===== config.mk =====
export PLATFORM = sky130hd
export DESIGN_NAME = bfs_fault_signaling
export DESIGN_NICKNAME = d
export VERILOG_FILES = /design/src/shared/bfs_pkg.sv /design/src/hdl/bfs_beeper.sv /design/src/hdl/bfs_fault_signaling.sv
export SDC_FILE = /design/constraint.sdc
export NUM_CORES = 1
export LEC_CHECK = 0
export BUFFER_PORTS_ARGS = -buffer_cell sky130_fd_sc_hd__buf_2
export CAP_MARGIN = 5
export CORE_ASPECT_RATIO = 0.7
export CORE_MARGIN = 2
export CORE_UTILIZATION = 41
export DETAILED_ROUTE_END_ITERATION = 10
export SYNTH_ARGS = -nofsm -noshare
export SYNTH_HDL_FRONTEND = slang
export SYNTH_SLANG_ARGS = --single-unit

===== constraint.sdc =====
create_clock -name clk_sys_in -period 5.4 [get_ports clk_sys_in]
set_input_delay 0.27 -clock clk_sys_in [delete_from_list [all_inputs] [get_ports clk_sys_in]]
set_output_delay 0.27 -clock clk_sys_in [all_outputs]
set_load 0.02 [all_outputs]

===== src/shared/bfs_pkg.sv =====
// Package of constants shared by the fault signalling block.
package bfs_pkg;
  // ---------------------------------------------------------------
  // Clock and timing
  // ---------------------------------------------------------------
  localparam int unsigned CLK_HZ = 10_000_000;
  localparam int unsigned CYC_PER_MS = CLK_HZ / 1000;
  localparam int unsigned NMI_PULSE_MS = 30;
  localparam int unsigned QUIET_MINUTES = 30;
  localparam int unsigned QUIET_MS = QUIET_MINUTES * 60 * 1000;
  localparam int unsigned BEEP_ON_MS = 250;
  localparam int unsigned BEEP_GAP_MS = 250;
  localparam int unsigned DIGIT_GAP_MS = 1000;
  localparam int unsigned MAX_WDT_RESETS = 3;

  // ---------------------------------------------------------------
  // Beep codes, four digits of four bits each, first digit highest
  // ---------------------------------------------------------------
  localparam logic [15:0] CODE_CPU_MISSING = 16'h1521;
  localparam logic [15:0] CODE_CFG_MISMATCH = 16'h1524;
  localparam logic [15:0] CODE_PGOOD_DROP = 16'h1542;
  localparam logic [15:0] CODE_PGOOD_TIMEOUT = 16'h1544;
  localparam logic [15:0] CODE_VR_WDT = 16'h1512;
  localparam logic [15:0] CODE_PSU_MISMATCH = 16'h1514;
  localparam int unsigned CODE_DIGITS = 4;
  localparam int unsigned DIGIT_W = 4;

  // Number of failure sources in the beep request vector.
  localparam int unsigned SRC_COUNT = 6;

  // Beep sequencer states.
  typedef enum logic [2:0] {
    BFS_BEEP_IDLE,
    BFS_BEEP_ON,
    BFS_BEEP_GAP,
    BFS_BEEP_DIGIT_GAP
  } bfs_beep_e;
endpackage


===== src/hdl/bfs_beeper.sv =====
// Beep code sequencer that sounds one four-digit code on request.
`timescale 1ns/1ns
module bfs_beeper #(
  parameter int unsigned CYC_PER_MS = bfs_pkg::CYC_PER_MS
) (
  input wire logic clk_sys_in,
  input wire logic rst_in,
  input wire logic ce_in,
  input wire logic start_in,
  input wire logic [15:0] code_in,
  output logic busy_out,
  output logic beep_out
);
  localparam int unsigned ON_CYC = bfs_pkg::BEEP_ON_MS * CYC_PER_MS;
  localparam int unsigned GAP_CYC = bfs_pkg::BEEP_GAP_MS * CYC_PER_MS;
  localparam int unsigned DGAP_CYC = bfs_pkg::DIGIT_GAP_MS * CYC_PER_MS;

  bfs_pkg::bfs_beep_e state_q;
  logic [15:0] code_q;
  logic [3:0] left_q;
  logic [2:0] digit_q;
  logic [31:0] tmr_q;

  // Current digit taken from the top nibble of the shifting code.
  function automatic logic [3:0] top_digit(input logic [15:0] c);
    top_digit = c[15:12];
  endfunction

  // ---------------------------------------------------------------
  // Sequencer: each digit is a burst of beeps equal to its value.
  // ---------------------------------------------------------------
  // A digit of zero yields no beeps, only a silent gap: one beep length for the first digit, the inter-digit gap otherwise.
  always_ff @(posedge clk_sys_in or posedge rst_in) begin
    if (rst_in) begin
      state_q <= bfs_pkg::BFS_BEEP_IDLE;
      code_q <= 16'h0000;
      left_q <= 4'h0;
      digit_q <= 3'h0;
      tmr_q <= 32'h0000_0000;
      beep_out <= 1'b0;
      busy_out <= 1'b0;
    end else if (ce_in) begin
      unique case (state_q)
        bfs_pkg::BFS_BEEP_IDLE: begin
          if (start_in) begin
            code_q <= code_in;
            left_q <= top_digit(code_in);
            digit_q <= 3'(bfs_pkg::CODE_DIGITS - 1);
            tmr_q <= 32'(ON_CYC - 1);
            beep_out <= (top_digit(code_in) != 4'h0);
            busy_out <= 1'b1;
            state_q <= (top_digit(code_in) != 4'h0) ? bfs_pkg::BFS_BEEP_ON
                                                     : bfs_pkg::BFS_BEEP_DIGIT_GAP;
          end
        end
        bfs_pkg::BFS_BEEP_ON: begin
          if (tmr_q == 32'h0000_0000) begin
            beep_out <= 1'b0;
            left_q <= left_q - 4'h1;
            if (left_q == 4'h1) begin
              tmr_q <= 32'(DGAP_CYC - 1);
              state_q <= bfs_pkg::BFS_BEEP_DIGIT_GAP;
            end else begin
              tmr_q <= 32'(GAP_CYC - 1);
              state_q <= bfs_pkg::BFS_BEEP_GAP;
            end
          end else begin
            tmr_q <= tmr_q - 32'h0000_0001;
          end
        end
        bfs_pkg::BFS_BEEP_GAP: begin
          if (tmr_q == 32'h0000_0000) begin
            beep_out <= 1'b1;
            tmr_q <= 32'(ON_CYC - 1);
            state_q <= bfs_pkg::BFS_BEEP_ON;
          end else begin
            tmr_q <= tmr_q - 32'h0000_0001;
          end
        end
        bfs_pkg::BFS_BEEP_DIGIT_GAP: begin
          if (tmr_q != 32'h0000_0000) begin
            tmr_q <= tmr_q - 32'h0000_0001;
          end else if (digit_q == 3'h0) begin
            busy_out <= 1'b0;
            state_q <= bfs_pkg::BFS_BEEP_IDLE;
          end else begin
            digit_q <= digit_q - 3'h1;
            code_q <= {code_q[11:0], 4'h0};
            left_q <= code_q[11:8];
            if (code_q[11:8] != 4'h0) begin
              beep_out <= 1'b1;
              tmr_q <= 32'(ON_CYC - 1);
              state_q <= bfs_pkg::BFS_BEEP_ON;
            end else begin
              tmr_q <= 32'(DGAP_CYC - 1);
            end
          end
        end
        default: begin
          state_q <= bfs_pkg::BFS_BEEP_IDLE;
        end
      endcase
    end
  end
endmodule


===== src/hdl/bfs_fault_signaling.sv =====
// Fault signalling top: diagnostic interrupt, beep codes, reset limiter.
`timescale 1ns/1ns
module bfs_fault_signaling #(
  parameter int unsigned CYC_PER_MS = bfs_pkg::CYC_PER_MS,
  parameter int unsigned QUIET_MS = bfs_pkg::QUIET_MS,
  parameter int unsigned MAX_RESETS = bfs_pkg::MAX_WDT_RESETS
) (
  input wire logic clk_sys_in,
  input wire logic rst_in,
  input wire logic ce_in,
  input wire logic host_reset_in,
  input wire logic host_power_down_in,
  input wire logic chassis_nmi_req_in,
  input wire logic pretimeout_in,
  input wire logic pretimeout_nmi_sel_in,
  input wire logic fp_button_in,
  input wire logic wdt_reset_in,
  input wire logic cpu_missing_in,
  input wire logic cfg_mismatch_in,
  input wire logic pgood_drop_in,
  input wire logic pgood_timeout_in,
  input wire logic vr_wdt_in,
  input wire logic psu_mismatch_in,
  output logic nmi_out,
  output logic nmi_lockout_out,
  output logic diag_event_out,
  output logic wdt_event_out,
  output logic stay_boot_loader_out,
  output logic [1:0] wdt_count_out,
  output logic front_status_lamp_degraded_out,
  output logic beep_out,
  output logic beep_busy_out
);
  // ---------------------------------------------------------------
  // Derived counts
  // ---------------------------------------------------------------
  localparam int unsigned NMI_CYC = bfs_pkg::NMI_PULSE_MS * CYC_PER_MS;

  logic ms_tick_q;
  logic [31:0] ms_div_q;
  logic [31:0] nmi_tmr_q;
  logic [31:0] quiet_ms_q;
  logic nmi_trigger;
  logic host_clear;
  logic [bfs_pkg::SRC_COUNT-1:0] src_now;
  logic [bfs_pkg::SRC_COUNT-1:0] src_prev_q;
  logic [bfs_pkg::SRC_COUNT-1:0] pend_q;
  logic beep_start_q;
  logic [15:0] beep_code_q;
  logic beeper_busy;
  logic beeper_beep;

  // Saturating increment used by the quiet timer.
  function automatic logic [31:0] sat_inc(input logic [31:0] v);
    sat_inc = (v == 32'hFFFF_FFFF) ? v : v + 32'h0000_0001;
  endfunction

  // Code table selected by source index.
  function automatic logic [15:0] code_of(input int unsigned idx);
    unique case (idx)
      0: code_of = bfs_pkg::CODE_CPU_MISSING;
      1: code_of = bfs_pkg::CODE_CFG_MISMATCH;
      2: code_of = bfs_pkg::CODE_PGOOD_DROP;
      3: code_of = bfs_pkg::CODE_PGOOD_TIMEOUT;
      4: code_of = bfs_pkg::CODE_VR_WDT;
      default: code_of = bfs_pkg::CODE_PSU_MISMATCH;
    endcase
  endfunction

  assign host_clear = host_reset_in | host_power_down_in;
  assign nmi_trigger = chassis_nmi_req_in | fp_button_in
                     | (pretimeout_in & pretimeout_nmi_sel_in);

  // ---------------------------------------------------------------
  // Millisecond tick
  // ---------------------------------------------------------------
  // The quiet timer counts milliseconds so its counter stays small.
  always_ff @(posedge clk_sys_in or posedge rst_in) begin
    if (rst_in) begin
      ms_div_q <= 32'h0000_0000;
      ms_tick_q <= 1'b0;
    end else if (ce_in) begin
      ms_tick_q <= (ms_div_q == 32'(CYC_PER_MS - 1));
      ms_div_q <= (ms_div_q == 32'(CYC_PER_MS - 1)) ? 32'h0000_0000 : ms_div_q + 32'h0000_0001;
    end
  end

  // ---------------------------------------------------------------
  // Diagnostic interrupt pulse and lockout
  // ---------------------------------------------------------------
  // Requests are not queued: anything arriving while busy or locked is dropped.
  always_ff @(posedge clk_sys_in or posedge rst_in) begin
    if (rst_in) begin
      nmi_out <= 1'b0;
      nmi_lockout_out <= 1'b0;
      nmi_tmr_q <= 32'h0000_0000;
    end else if (ce_in) begin
      if (nmi_out) begin
        if (nmi_tmr_q == 32'h0000_0000) begin
          nmi_out <= 1'b0;
        end else begin
          nmi_tmr_q <= nmi_tmr_q - 32'h0000_0001;
        end
      end else if (host_clear) begin
        nmi_lockout_out <= 1'b0;
      end else if (nmi_trigger && !nmi_lockout_out) begin
        nmi_out <= 1'b1;
        nmi_lockout_out <= 1'b1;
        nmi_tmr_q <= 32'(NMI_CYC - 1);
      end
    end
  end

  // Sensor event only for button and pre-timeout causes, never for chassis control.
  always_ff @(posedge clk_sys_in or posedge rst_in) begin
    if (rst_in) begin
      diag_event_out <= 1'b0;
    end else if (ce_in) begin
      diag_event_out <= !nmi_out && !host_clear && !nmi_lockout_out
                        && (fp_button_in
                            || (pretimeout_in && pretimeout_nmi_sel_in));
    end
  end

  // ---------------------------------------------------------------
  // Watchdog reset limiter
  // ---------------------------------------------------------------
  // rst_in stands for a power cycle of the controller and clears the count.
  always_ff @(posedge clk_sys_in or posedge rst_in) begin
    if (rst_in) begin
      wdt_count_out <= 2'b00;
      quiet_ms_q <= 32'h0000_0000;
      stay_boot_loader_out <= 1'b0;
      wdt_event_out <= 1'b0;
    end else if (ce_in) begin
      wdt_event_out <= wdt_reset_in && !stay_boot_loader_out;
      if (stay_boot_loader_out) begin
        quiet_ms_q <= 32'h0000_0000;
      end else if (wdt_reset_in) begin
        quiet_ms_q <= 32'h0000_0000;
        if (32'(wdt_count_out) + 32'h0000_0001 >= 32'(MAX_RESETS)) begin
          stay_boot_loader_out <= 1'b1;
        end
        wdt_count_out <= wdt_count_out + 2'b01;
      end else if (ms_tick_q) begin
        if (quiet_ms_q >= 32'(QUIET_MS)) begin
          wdt_count_out <= 2'b00;
        end else begin
          quiet_ms_q <= sat_inc(quiet_ms_q);
        end
      end
    end
  end

  // Degraded lamp: the set wins over a host reset in the same cycle.
  always_ff @(posedge clk_sys_in or posedge rst_in) begin
    if (rst_in) begin
      front_status_lamp_degraded_out <= 1'b0;
    end else if (ce_in) begin
      if (wdt_reset_in && !stay_boot_loader_out) begin
        front_status_lamp_degraded_out <= 1'b1;
      end else if (host_clear) begin
        front_status_lamp_degraded_out <= 1'b0;
      end
    end
  end

  // ---------------------------------------------------------------
  // Beep code requests
  // ---------------------------------------------------------------
  assign src_now = {psu_mismatch_in, vr_wdt_in, pgood_timeout_in,
                    pgood_drop_in, cfg_mismatch_in, cpu_missing_in};

  // Each rising edge of a failure latches one pending code; a held level
  // does not retrigger, so a code never repeats continuously.
  always_ff @(posedge clk_sys_in or posedge rst_in) begin
    if (rst_in) begin
      src_prev_q <= '0;
      pend_q <= '0;
      beep_start_q <= 1'b0;
      beep_code_q <= 16'h0000;
    end else if (ce_in) begin
      logic [bfs_pkg::SRC_COUNT-1:0] p;
      logic found;
      p = pend_q | (src_now & ~src_prev_q);
      found = 1'b0;
      src_prev_q <= src_now;
      beep_start_q <= 1'b0;
      if (!beeper_busy && !beep_start_q) begin
        for (int unsigned i = 0; i < bfs_pkg::SRC_COUNT; i++) begin
          if (p[i] && !found) begin
            found = 1'b1;
            p[i] = 1'b0;
            beep_code_q <= code_of(i);
          end
        end
        beep_start_q <= found;
      end
      pend_q <= p;
    end
  end

  bfs_beeper #(
    .CYC_PER_MS(CYC_PER_MS)
  ) u_beeper (
    .clk_sys_in(clk_sys_in),
    .rst_in(rst_in),
    .ce_in(ce_in),
    .start_in(beep_start_q),
    .code_in(beep_code_q),
    .busy_out(beeper_busy),
    .beep_out(beeper_beep)
  );

  // Registered copies keep the top outputs straight from flip-flops.
  always_ff @(posedge clk_sys_in or posedge rst_in) begin
    if (rst_in) begin
      beep_out <= 1'b0;
      beep_busy_out <= 1'b0;
    end else if (ce_in) begin
      beep_out <= beeper_beep;
      beep_busy_out <= beeper_busy | beep_start_q | (|pend_q);
    end
  end
endmodule


# ---- After elaboration in Yosys (flattened, before gate mapping)
# Index checks and enable logic that the tools add are counted.
dict set report classes {
  addsub 8
  mul 0
  n_div 0
  order_cmp 2
  n_eq_ne 19
  shift 0
  muxes 94
  bitwise_logic 11
  n_reduce_logical 54
}
# operator count
set ops {}
lappend ops {{two-way mux 32 bit} 15}
lappend ops {{case mux 32 bit (4 select lines)} 1}
lappend ops {{two-way mux 16 bit} 6}
lappend ops {{adder 32 x 1 -> 32 bit (second input constant)} 2}
lappend ops {{logical NOT 32 bit} 2}
lappend ops {{subtractor 32 x 1 -> 32 bit (second input constant)} 2}
lappend ops {{two-way mux 24 bit} 2}
lappend ops {{two-way mux 1 bit} 43}
lappend ops {{two-way mux 12 bit} 3}
lappend ops {{equality test 32 x 14 -> 1 bit (second input constant)} 1}
lappend ops {{equality test 32 bit (second input constant)} 1}
lappend ops {{greater-or-equal comparator 32 x 21 -> 1 bit (second input constant)} 1}
lappend ops {{nonzero test 32 bit} 1}
lappend ops {{two-way mux 3 bit} 9}
lappend ops {{case mux 12 bit (2 select lines)} 1}
lappend ops {{two-way mux 4 bit} 4}
lappend ops {{AND reduction 4 bit} 4}
lappend ops {{logical AND 1 bit} 12}
lappend ops {{case mux 3 bit (4 select lines)} 1}
lappend ops {{case mux 4 bit (3 select lines)} 1}
lappend ops {{AND reduction 6 bit} 2}
lappend ops {{nonzero test 2 bit} 6}
lappend ops {{nonzero test 4 bit} 3}
lappend ops {{logical NOT 1 bit} 11}
lappend ops {{33 further kinds} 54}
dict set report totals {
  register_bits 192
  latch_bits 0
  ram_bits 0
  mem_bits_ro 0
  input_bits 16
  output_inout_bits 10
  wordCells 212
  n_memories 0
}

# ---- Longest topological paths before layout
# Gate-level depths: netlist (run 1).
dict set report depth {
  ltp_word 30
  ltp_mapped 11
  ltp_nobuf 9
}

# ---- Hierarchy
# A second synthesis (run 1) with hierarchy kept.
dict set report unflattened {
  cells_unflattened 1043
  hier_area_um2 9908.3
}
# module n_inst cells_per_inst area_each_um2 seq_area_each_um2
set by_module_without_submodules {}
lappend by_module_without_submodules {bfs_fault_signaling 1 654 6468.7 3178.0}
lappend by_module_without_submodules {bfs_beeper 1 389 3439.5 1376.3}

# ---- Worst setup path before layout (run 1)
# No wires, ideal clock.
dict set report synth_timing {
  path_type {register to register}
  start {reg u_beeper.tmr_q[8]}
  end {reg u_beeper.left_q[2]}
  setup_ns 0.126
  arrival_time_ns 2.979
  t_required_ns 5.274
  setup_slack_ns 2.295
  path_stages_with_launch 10
  n_path_buf 3
  synth_period_minus_slack_ns 3.105
  cell_sequence {dfrtp_1 > or4_1 > buf_2 > or4_4 > or4_1 > buf_2 > buf_6 > a21oi_4 > nand2_2 > a221o_1}
}
dict set report synth_via {
  elab_chain_cells 3
  elab_cells_between_ends 5
}
# item line_no
set synth_rtl {}
lappend synth_rtl {{from (decl)} bfs_beeper.sv:22} ;# logic [31:0] tmr_q;
lappend synth_rtl {{from (signal assigned)} bfs_beeper.sv:49} ;# tmr_q <= 32'(ON_CYC - 1);
lappend synth_rtl {{from (signal assigned)} bfs_beeper.sv:61} ;# tmr_q <= 32'(DGAP_CYC - 1);
lappend synth_rtl {{from (signal assigned)} bfs_beeper.sv:64} ;# tmr_q <= 32'(GAP_CYC - 1);
lappend synth_rtl {{logical NOT 32 bit / nonzero test 32 bit (equally long branches)} {bfs_beeper.sv:57, bfs_beeper.sv:81}}
lappend synth_rtl {{!= test 2 x 1 -> 1 bit (no line) / != test 2 bit (equally long branches)} -}
lappend synth_rtl {{AND reduction 6 bit (no line) (*)} -}
lappend synth_rtl {{to (signal assigned)} bfs_beeper.sv:47} ;# left_q <= top_digit(code_in);
lappend synth_rtl {{to (signal assigned)} bfs_beeper.sv:59} ;# left_q <= left_q - 4'h1;
lappend synth_rtl {{to (signal assigned)} bfs_beeper.sv:89} ;# left_q <= code_q[11:8];
lappend synth_rtl {{to (decl)} bfs_beeper.sv:20} ;# logic [3:0] left_q;
# Every way passes the cells marked *; elsewhere a longest branch is shown, timed or not.
# A chain may end at the register's enable or synchronous reset.

# ---- Final worst setup path (run 1)
dict set report layout_timing {
  start {reg u_beeper.tmr_q[8]}
  end {reg u_beeper.tmr_q[29]}
}
dict set report layout_via {
  elab_chain_cells 3
  elab_cells_between_ends 9
}
# item line_no
set layout_rtl {}
lappend layout_rtl {{subtractor 32 x 1 -> 32 bit, or another cell as far along} {bfs_beeper.sv:68, bfs_beeper.sv:77, bfs_beeper.sv:82}}
lappend layout_rtl {{two-way mux 32 bit, or another cell as far along} bfs_beeper.sv:81} ;# if (tmr_q != 32'h0000_0000) begin
lappend layout_rtl {{case mux 32 bit (4 select lines) / AND reduction 4 bit (equally long branches)} -}
# Several ways; a longest one is shown, not always the timed one.

==> impl_metrics.csv, run 1 <==
group,metric,value,unit
global_route,grtUsageMet3,3.569,%
yosys,yosysWarnings,0,
detailed_routing,via_per_inst,5.513,
sta,relSlewSlack,31.83,%
clocking,cts_buffers,17,
clocking,clockRootBuffer,"clkbuf_16",
setup_path,regToRegSetupSlack,1.40,ns
sta,tns,0,ns
cells_and_area,final_cell_mix,"179 x dfrtp_1, 110 x nor2_1, 88 x nand2_1",
cells_and_area,final_common_cell,"dfrtp_1",
yosys,synth_cell_types,69,
setup_path,path_class,"reg2reg",
global_route,top_usage_layer,"met1",
cells_and_area,drive_gt1_share,9.623,%
global_route,grt_pass1_vias,6721,
sta,setup_viol,0,
global_route,grt_util_met1,27.62,%
cells_and_area,stdcell_area,0.01022,sq mm
yosys,syn_nets,1006,
sta,drv_slew,0,
cells_and_area,fin_nets,1022,
sta,rsz0062_at_grt,"false",
floorplan,core-area,0.02185,sq mm
detailed_routing,vias,7112,
yosys,synth_edf_count,0,
yosys,syn-mean-instance-area,9.373,sq um
yosys,synth_flop_cell,"dfrtp_1",
place,io_buffer_count,25,
setup_path,cp_data_required_time,5.74,ns
setup_path,timing.rr.end,"u_beeper.tmr_q[29]",
detailed_routing,dr.first_iter.drc_count,607,
setup_path,cp-end-kind,"flop",
sta,fin_skew,0.01454,ns
min_path,hp-class,"in2reg",
cells_and_area,antennaDiodeCount,0,
detailed_routing,wl_per_cell,15.24,um
sta,fmax,250.1,MHz
detailed_routing,drc,0,
min_path,whs_path_depth,3,
yosys,ys_seq_elements,179,
setup_path,critPathArrivalTime,4.34,ns
clocking,ctsHoldBuffers,1,
floorplan,start_util,42.00,%
yosys,synth_cells,979,
yosys,async_reset_ff_share,100.0,%
pwr,p_per_area,389.0,mW/mm^2
detailed_routing,wirelength,19.65,mm
cells_and_area,area_growth,11.33,%
global_route,grt-ovfl-total,0,
pwr,leakagePower,4.306,nW
clocking,path_clk_slew,0.08,ns
clocking,cts_buffer_depth,2,
setup_path,crit_fanout,24,
setup_path,r2r_cells,6,
yosys,ys_seq_area_share,48.81,%
floorplan,io_pins,26,
flow_run,drv_cap,0,
place,dpl.hpwl,13.25,mm
yosys,synth_top_cell_by_area,"dfrtp_1",
global_route,grt_pass1_wl,34.02,mm
setup_path,worstReg2RegStart,"u_beeper.tmr_q[8]",
clocking,cts_tree,"yes",
sta,worstMarginPinSlew,1.023,ns
place,gp_congestion,0.8013,
clocking,cts_resized,0,
min_path,min_from,"pgood_timeout_in",
clocking,cts.sinks,179,
cells_and_area,nFillCells,2052,
floorplan,die_x,182.8,um
setup_path,startpoint_type,"flop",
clocking,cts.htree.levels,4,
place,placedInstanceArea,0.009585,sq mm
pwr,worst_ir_drop_vdd,0.2715,mV
global_route,grt_use_met2,25.21,%
clocking,post_cts_buffers,0,
sta,period_minus_slack,3.999,ns
sta,whs,0.06358,ns
sta,hold_viol_final,0,
detailed_routing,dr.pass1.iters,6,
pwr,finalPower,0.003974,W
global_route,grt_usage,17.92,%
min_path,worstHoldEndpoint,"src_prev_q[3]",
detailed_routing,ant_nets,0,
yosys,synth_top_area_share,48.81,%
floorplan,dieArea,0.02361,sq mm
sta,post-route-period-util,74.05,%
floorplan,std_cell_rows,45,
global_route,antenna_found_initial,0,
floorplan,die_h,129.2,um
yosys,synth.area.top_cells,"dfrtp_1 49%, xnor2_1 4.6%, nor2_1 4.5%, nand2_1 3.6%, xor2_1 3.3%",
clocking,clk_latency,0.44,ns
yosys,syn_area,0.009176,sq mm
run_status,outcome,"finished clean",
global_route,grt_max_degree,70,
[synth_stat cells, types with 4 or more instances]
cell type and n:
and4_1 5, a21oi_1 54, nand4_1 12, o21a_1 6, o31ai_1 6, a211oi_1 9
dfrtp_1 179, ha_1 11, and3_1 11, mux2i_1 7, nand2_1 88, and2_1 14
or4_1 21, a2111oi_0 6, o22ai_1 4, o2bb2ai_1 4, buf_1 5, xnor2_1 48
mux2_2 4, or2_2 8, or3_1 28, inv_1 32, clkbuf_1 30, a21o_1 5
o211ai_1 14, nor4_1 27, a31oi_1 9, xor2_1 35, nand3_1 43, nand2b_1 10
nor2_1 110, nor3_1 37, o21ai_0 38, nor4b_1 6
[through the flow]
stage,setup WS [ns],cells,utilization [%]
after floorplan,0.2714,979,-
after global placement,1.481,1256,43.88
after detailed placement,1.444,1256,43.88
after CTS,1.418,1289,46.73
after global routing,1.214,1290,46.76
final,1.401,1290,46.76
[worst max path at each step]
stage,startpoint,end,depth (start not counted)
finish,u_beeper.tmr_q[8],u_beeper.tmr_q[29],6
global route,u_beeper.tmr_q[0],u_beeper.tmr_q[29],8
CTS,u_beeper.tmr_q[0],u_beeper.tmr_q[29],8
detailed placement,u_beeper.tmr_q[0],u_beeper.tmr_q[29],8
global placement,u_beeper.tmr_q[0],u_beeper.tmr_q[29],8
floorplan,rst_in,beep_busy_out,1
[cells by family after synthesis]
group | synth area share, %
xor gates and xnor gates | 7.922
and+or+nand+nor | 24.28
DFF | 48.81
adders and majority gates | 1.500
buffers and inverters | 3.232
muxes | 1.254
AOI/OAI and AO/OA | 12.99
[layout make-up]
type,instances,area [sq um],share of cell area [%]
clock buffers,19,452.9,4.434
clock inverters,13,160.2,1.568
inverters,32,127.6,1.249
multi-input cells,727,4418,43.25
flip-flops and latches,179,4479,43.85
well taps,282,352.8,3.454
repair buffers,38,225.2,2.205
[layer usage]
layer,vias up,part of all wire (%)
met5,-,0
met4,0,1.1
met3,18,3.7
met2,128,40
met1,3445,55
li1,3521,-
[flip-flops by register name, indices dropped and copies added, names as in the netlist, 3 cells and up]
register / cells
u_beeper.left_q: 4
nmi_tmr_q: 32
pend_q: 6
quiet_ms_q: 32
u_beeper.code_q: 9
src_prev_q: 6
ms_div_q: 32
u_beeper.tmr_q: 32
beep_code_q: 7
u_beeper.digit_q: 3
[worst max-delay path, cell delays in order (launching register included)]
cell and delay, ns:
dfrtp_1 0.45, or4_1 0.65, or4_4 0.59, or4_1 1.02, a21o_1 0.36, a21oi_2 0.58
o21ba_2 0.25
[report_power, final]
part	switching, W	leakage [nW]	internal (W)
registers	0.000215	2.26	0.00156
clock network	0.000565	0.300	0.000723
logic	0.000558	1.74	0.000351
No activity file was read; power rests on OpenSTA's default activity.
==> run 2, diff against run 1 <==
--- a/config.mk
+++ b/config.mk
@@ -5,6 +5,7 @@
 export SDC_FILE = /design/constraint.sdc
 export NUM_CORES = 1
 export LEC_CHECK = 0
+export ABC_AREA = 1
 export BUFFER_PORTS_ARGS = -buffer_cell sky130_fd_sc_hd__buf_2
 export CAP_MARGIN = 5
 export CORE_ASPECT_RATIO = 0.7
==> constraint.sdc (replaced) <==
create_clock -name clk_sys_in -period 3.7 [get_ports clk_sys_in]
set_input_delay 0.185 -clock clk_sys_in [delete_from_list [all_inputs] [get_ports clk_sys_in]]
set_output_delay 0.185 -clock clk_sys_in [all_outputs]
set_load 0.02 [all_outputs]
==> impl_metrics.csv, run 2 <==
group,metric,value,unit
run_status,outcome,"finished clean",
global_route,grt_max_degree,77,
global_route,grt_pass1_wl,43.43,mm
yosys,synth_most_common_cell,"nand2_1",
detailed_routing,vias,9500,
yosys,synth_top_family_by_area,"simple AND/OR/NAND/NOR gates",
detailed_routing,wl_per_cell,13.52,um
sta,fmax,397.1,MHz
floorplan,die_h,139.3,um
clocking,post_cts_buffers,0,
pwr,leakagePower,5.608,nW
setup_path,r2r_cells,9,
pwr,clkPwrFrac,34.2,%
clocking,path_clk_slew,0.07,ns
yosys,async_reset_ff_share,100.0,%
pwr,worst_ir_drop_vdd,0.3299,mV
pwr,finalPower,0.005289,W
place,dpl.hpwl,18.31,mm
place,gp_congestion,0.8846,
min_path,whs_path_depth,3,
yosys,ys_seq_area_share,41.80,%
pwr,p_per_area,447.1,mW/mm^2
cells_and_area,final_cell_mix,"421 x nand2_1, 232 x nor2_1, 179 x dfrtp_1",
yosys,ys_seq_elements,179,
setup_path,crit_fanout,23,
setup_path,regToRegSetupSlack,1.18,ns
min_path,min_from,"fp_button_in",
clocking,cts.htree.levels,4,
yosys,syn_nets,1525,
setup_path,cp-end-kind,"flop",
clocking,cts_tree,"yes",
cells_and_area,area_growth,10.39,%
cells_and_area,antennaDiodeCount,0,
yosys,yosysWarnings,0,
clocking,cts.sinks,179,
floorplan,die_x,197.2,um
yosys,synth_commonest_cells,"421 x nand2_1, 232 x nor2_1, 179 x dfrtp_1",
setup_path,timing.rr.end,"u_beeper.tmr_q[17]",
place,dp_slack,1.247,ns
sta,worstMarginPinSlew,1.014,ns
clocking,cts_buffer_depth,2,
sta,tns,0,ns
detailed_routing,ant_nets,0,
pwr,p_int,0.003551,W
floorplan,io_pins,26,
global_route,grt_pass1_vias,8531,
cells_and_area,drive_gt1_share,7.802,%
setup_path,cp_data_required_time,4.03,ns
cells_and_area,post-route-util,46.05,%
yosys,synth_top_area_share,41.80,%
setup_path,path_class,"reg2reg",
floorplan,core-area,0.02569,sq mm
clocking,cts_buffers,17,
detailed_routing,wirelength,25.28,mm
clocking,ctsHoldBuffers,7,
yosys,synth-adder-area-share,1.284,%
pwr,p_sw,0.001737,W
yosys,synth_top_cell_by_area,"dfrtp_1",
clocking,clk_latency,0.45,ns
min_path,worstHoldEndpoint,"diag_event_out",
yosys,synth_compound_area_share,8.815,%
floorplan,std_cell_rows,49,
sta,post-route-period-util,68.06,%
yosys,synth_flop_cell,"dfrtp_1",
global_route,grt_usage,19.54,%
setup_path,crit_path_max_incr_delay,0.76,ns
setup_path,worstReg2RegStart,"u_beeper.state_q[1]",
yosys,synth_cells,1498,
sta,whs,0.03171,ns
sta,setup_viol,0,
setup_path,crit_chain,"nand2_2 -> inv_2 -> nand2_1 -> inv_2 -> a21oi_2 -> buf_4 -> nand2_1 -> nor2_1 -> nor2_1",
global_route,grt-ovfl-total,0,
yosys,synth_edf_count,0,
sta,rsz0062_at_grt,"false",
floorplan,dieArea,0.02747,sq mm
sta,relSlewSlack,32.41,%
clocking,clockRootBuffer,"clkbuf_16",
place,io_buffer_count,25,
yosys,synth_cell_types,52,
yosys,syn_area,0.01072,sq mm
sta,hold_viol_final,0,
cells_and_area,final_common_cell,"nand2_1",
min_path,hp-class,"in2reg",
detailed_routing,via_per_inst,5.083,
yosys,yosys.area_share.simple,35.04,%
yosys,synthMuxAreaShare,0,%
clocking,cts_resized,0,
yosys,synth.area.top_cells,"dfrtp_1 42%, nand2_1 15%, nor2_1 8.1%, inv_1 5.3%, xor2_1 4.3%",
cells_and_area,nFillCells,2602,
detailed_routing,dr.first_iter.drc_count,763,
setup_path,critPathArrivalTime,2.85,ns
flow_run,drv_cap,0,
cells_and_area,fin_nets,1552,
setup_path,startpoint_type,"flop",
sta,fin_skew,0.01186,ns
detailed_routing,dr.pass1.iters,5,
pwr,combPwrFrac,20.0,%
pwr,seq_power_share,45.8,%
setup_path,crit_slowest_cell,"a21oi_2",
pwr,sw_frac_of_total,32.85,%
yosys,synth_xor_area_share,5.639,%
global_route,antenna_found_initial,0,
yosys,syn-mean-instance-area,7.154,sq um
sta,layout_setup_ws,1.182,ns
sta,drv_slew,0,
sta,period_minus_slack,2.518,ns
detailed_routing,drc,0,
floorplan,start_util,41.72,%
## run 2: changes by cell type in the layout (fill, tap and decap cells not counted), sizes merged, moves of 16 or more
cell,before,now
or4,22,0
nor4,27,11
nand2,89,429
xnor2,48,16
o21ai,42,102
nand4,12,40
xor2,35,53
nor2,110,244
nand3,43,87
or3,28,0
a21oi,57,29
inv,40,166
## run 2: worst max-delay path by stage
stage / from / to / slack, ns / cells after the start
floorplan: rst_in / beep_busy_out / 1.22 / 1
global placement: u_beeper.tmr_q[0] / u_beeper.tmr_q[17] / 1.29 / 11
detailed placement: u_beeper.tmr_q[0] / u_beeper.tmr_q[17] / 1.25 / 11
CTS: u_beeper.tmr_q[0] / u_beeper.tmr_q[17] / 1.23 / 11
global route: u_beeper.state_q[1] / u_beeper.tmr_q[24] / 1.0 / 8
finish: u_beeper.state_q[1] / u_beeper.tmr_q[17] / 1.18 / 9
## run 2: power by group through the flow
stage	clock, W	sequential, W	combinational, W
floorplan	0	0.00238	0.000839
global placement	0	0.00245	0.00104
detailed placement	0	0.00245	0.00105
CTS	0.00186	0.00242	0.00106
global route	0.00194	0.00246	0.00124
finish	0.00181	0.00242	0.00106
## run 2: final cells by class
type                    count  area [sq um]  share of cell area, %
clock inverters            11         123.9                  1.047
repair buffers             43         290.3                  2.454
multi-input cells        1117          5441                  46.00
flip-flops and latches    179          4479                  37.86
inverters                 167         630.6                  5.331
clock buffers              21         450.4                  3.808
well taps                 331         414.1                  3.501
## run 2: stage by stage
step / cells / cell area, sq um
6_report: 1869 / 11830
5_1_grt: 1869 / 11830
4_1_cts: 1869 / 11830
3_5_place_dp: 1830 / 11190
3_3_place_gp: 1830 / 11190
2_1_floorplan: 1498 / 10720
## run 2: cell families (layout without fill, tap and decap cells)
logic type / count (synthesis) / count (layout)
and+or+nand+nor: 871 / 871
buffers and inverters: 202 / 242
xor gates and xnor gates: 69 / 69
DFF: 179 / 179
AOI/OAI and AO/OA: 166 / 166
adders and majority gates: 11 / 11
## run 2: critical path, delay by kind of cell, from the launching register on
kind,cells,cell delay (ns)
AND/OR/NAND/NOR,5,0.58
flip-flops,1,0.46
buffers and inverters,3,0.59
AO/OA/AOI/OAI,1,0.76
## run 2: metal layers
layer	wire [um]	share of wire, %	global-route usage (%)	up-vias
met5	0	0	0	-
met4	309	1.2	5.382	0
met3	1212	4.8	3.757	18
met2	9913	39	26.02	227
met1	13840	55	31.48	4396
li1	-	-	-	4859
==> run 3, diff against run 2 <==
==> constraint.sdc (replaced) <==
create_clock -name clk_sys_in -period 2.05 [get_ports clk_sys_in]
set_input_delay 0.1025 -clock clk_sys_in [delete_from_list [all_inputs] [get_ports clk_sys_in]]
set_output_delay 0.1025 -clock clk_sys_in [all_outputs]
set_load 0.02 [all_outputs]
==> impl_metrics.csv, run 3 (synthesized netlist as in run 2, its figures left out) <==
group,metric,value,unit
run_status,outcome,"finished clean",
floorplan,io_pins,26,
clocking,cts_tree,"yes",
place,dpl.hpwl,19.45,mm
detailed_routing,dr.first_iter.drc_count,736,
setup_path,regToRegSetupSlack,0.11,ns
detailed_routing,drc,0,
floorplan,std_cell_rows,49,
setup_path,path_class,"reg2reg",
setup_path,cp-end-kind,"flop",
clocking,cts_buffers,17,
detailed_routing,vias,9649,
global_route,grt_pass1_wl,44.82,mm
sta,relSlewSlack,64.90,%
cells_and_area,stdcell_count,1918,
floorplan,die_h,139.3,um
sta,drv_slew,0,
sta,hold_viol_final,0,
global_route,grt_usage,20.08,%
sta,fin_skew,0.01442,ns
sta,worstMarginPinSlew,0.5225,ns
clocking,path_clk_slew,0.07,ns
clocking,clk_latency,0.46,ns
detailed_routing,wirelength,26.37,mm
clocking,cts_buffer_depth,2,
sta,fmax,515.4,MHz
min_path,min_from,"ce_in",
place,io_buffer_count,25,
floorplan,core-area,0.02569,sq mm
pwr,worst_ir_drop_vdd,0.5303,mV
sta,layout_setup_ws,0.1096,ns
clocking,cts.sinks,179,
detailed_routing,wl_per_cell,13.75,um
setup_path,r2r_cells,10,
floorplan,die_x,197.2,um
setup_path,critPathArrivalTime,2.27,ns
cells_and_area,fin_nets,1601,
place,place_inst,1871,
cells_and_area,final_common_cell,"nand2_1",
place,dp_slack,-0.007075,ns
clocking,cts.htree.levels,4,
global_route,antenna_found_initial,0,
global_route,grt_pass1_vias,8849,
sta,setup_viol,0,
detailed_routing,via_per_inst,5.031,
cells_and_area,final_cell_mix,"417 x nand2_1, 221 x nor2_1, 179 x dfrtp_1",
pwr,leakagePower,5.912,nW
setup_path,cp_data_required_time,2.38,ns
detailed_routing,dr.pass1.iters,5,
cells_and_area,area_growth,15.18,%
cells_and_area,post-route-util,48.05,%
global_route,grt_max_degree,67,
cells_and_area,drive_gt1_share,11.78,%
setup_path,timing.rr.end,"u_beeper.tmr_q[27]",
cells_and_area,stdcell_area,0.01234,sq mm
setup_path,crit_fanout,32,
flow_run,drv_cap,0,
setup_path,startpoint_type,"flop",
place,gp_congestion,0.9075,
sta,tns,0,ns
pwr,p_per_area,793.6,mW/mm^2
sta,period_minus_slack,1.940,ns
min_path,whs_path_depth,2,
floorplan,dieArea,0.02747,sq mm
clocking,clockRootBuffer,"clkbuf_16",
floorplan,start_util,41.72,%
min_path,hp-class,"in2reg",
global_route,grt-ovfl-total,0,
detailed_routing,ant_nets,0,
place,placedInstanceArea,0.01154,sq mm
setup_path,worstReg2RegStart,"u_beeper.tmr_q[21]",
sta,post-route-period-util,94.65,%
cells_and_area,antennaDiodeCount,0,
min_path,worstHoldEndpoint,"nmi_out",
## run 3: final cells by class
class	instances	area [sq um]
clock buffers	17	425.4
clock inverters	15	167.7
fillers	2522	13350
inverters	167	633.1
multi-input cells	1117	5507
flip-flops and latches	179	4479
well taps	331	414.1
repair buffers	92	716.9
## run 3: worst max path at each step
| stage | start | to | slack [ns] | cells past startpoint |
|---|---|---|---|---|
| global route | u_beeper.tmr_q[21] | u_beeper.tmr_q[27] | -0.05 | 10 |
| finish | u_beeper.tmr_q[21] | u_beeper.tmr_q[27] | 0.11 | 10 |
| detailed placement | u_beeper.tmr_q[0] | u_beeper.tmr_q[23] | -0.007 | 11 |
| CTS | u_beeper.tmr_q[18] | u_beeper.tmr_q[20] | 0.007 | 11 |
| global placement | u_beeper.tmr_q[0] | u_beeper.tmr_q[23] | 0.07 | 11 |
| floorplan | rst_in | beep_busy_out | -0.35 | 1 |
## run 3: per-layer routing
layer,part of all wire (%),GRT usage (%)
met1,54,31.61
met2,40,27.34
met3,4.9,4.508
met4,1.2,5.105
met5,0,0
## run 3: worst max-delay path: stages, from the launching register on
cell and delay [ns]:
dfrtp_1 0.43, nor2_2 0.22, nand2_1 0.13, nor2_1 0.14, nand2_1 0.10, nor2_4 0.21, a21oi_2 0.10, buf_12 0.18
nand2_1 0.09, xor2_1 0.16, nor2_1 0.05
## run 3: what timing repair did
item | CTS | global route
hold endpoints to repair | 19 | 0
hold buffers | 9 | 0
buffers inserted | 0 | 6
resized for setup | 1 | 23
pin swaps | 0 | 6
endpoints found under the setup margin | 3 | 60
## run 3: per-stage QoR
stage	total power, W	hold WS [ns]
detailed placement	0.006440	0.1572
global route	0.01040	0.05414
finish	0.009795	0.05163
CTS	0.009847	0.03431
floorplan	0.005819	0.2235
global placement	0.006415	0.1554
## run 3: where the power goes
group | leakage (nW) | switching (W) | total [W] | internal (W)
registers | 2.22 | 0.000414 | 0.00434 | 0.00392
clock network | 0.294 | 0.00163 | 0.00337 | 0.00174
logic | 3.40 | 0.00132 | 0.00209 | 0.000769
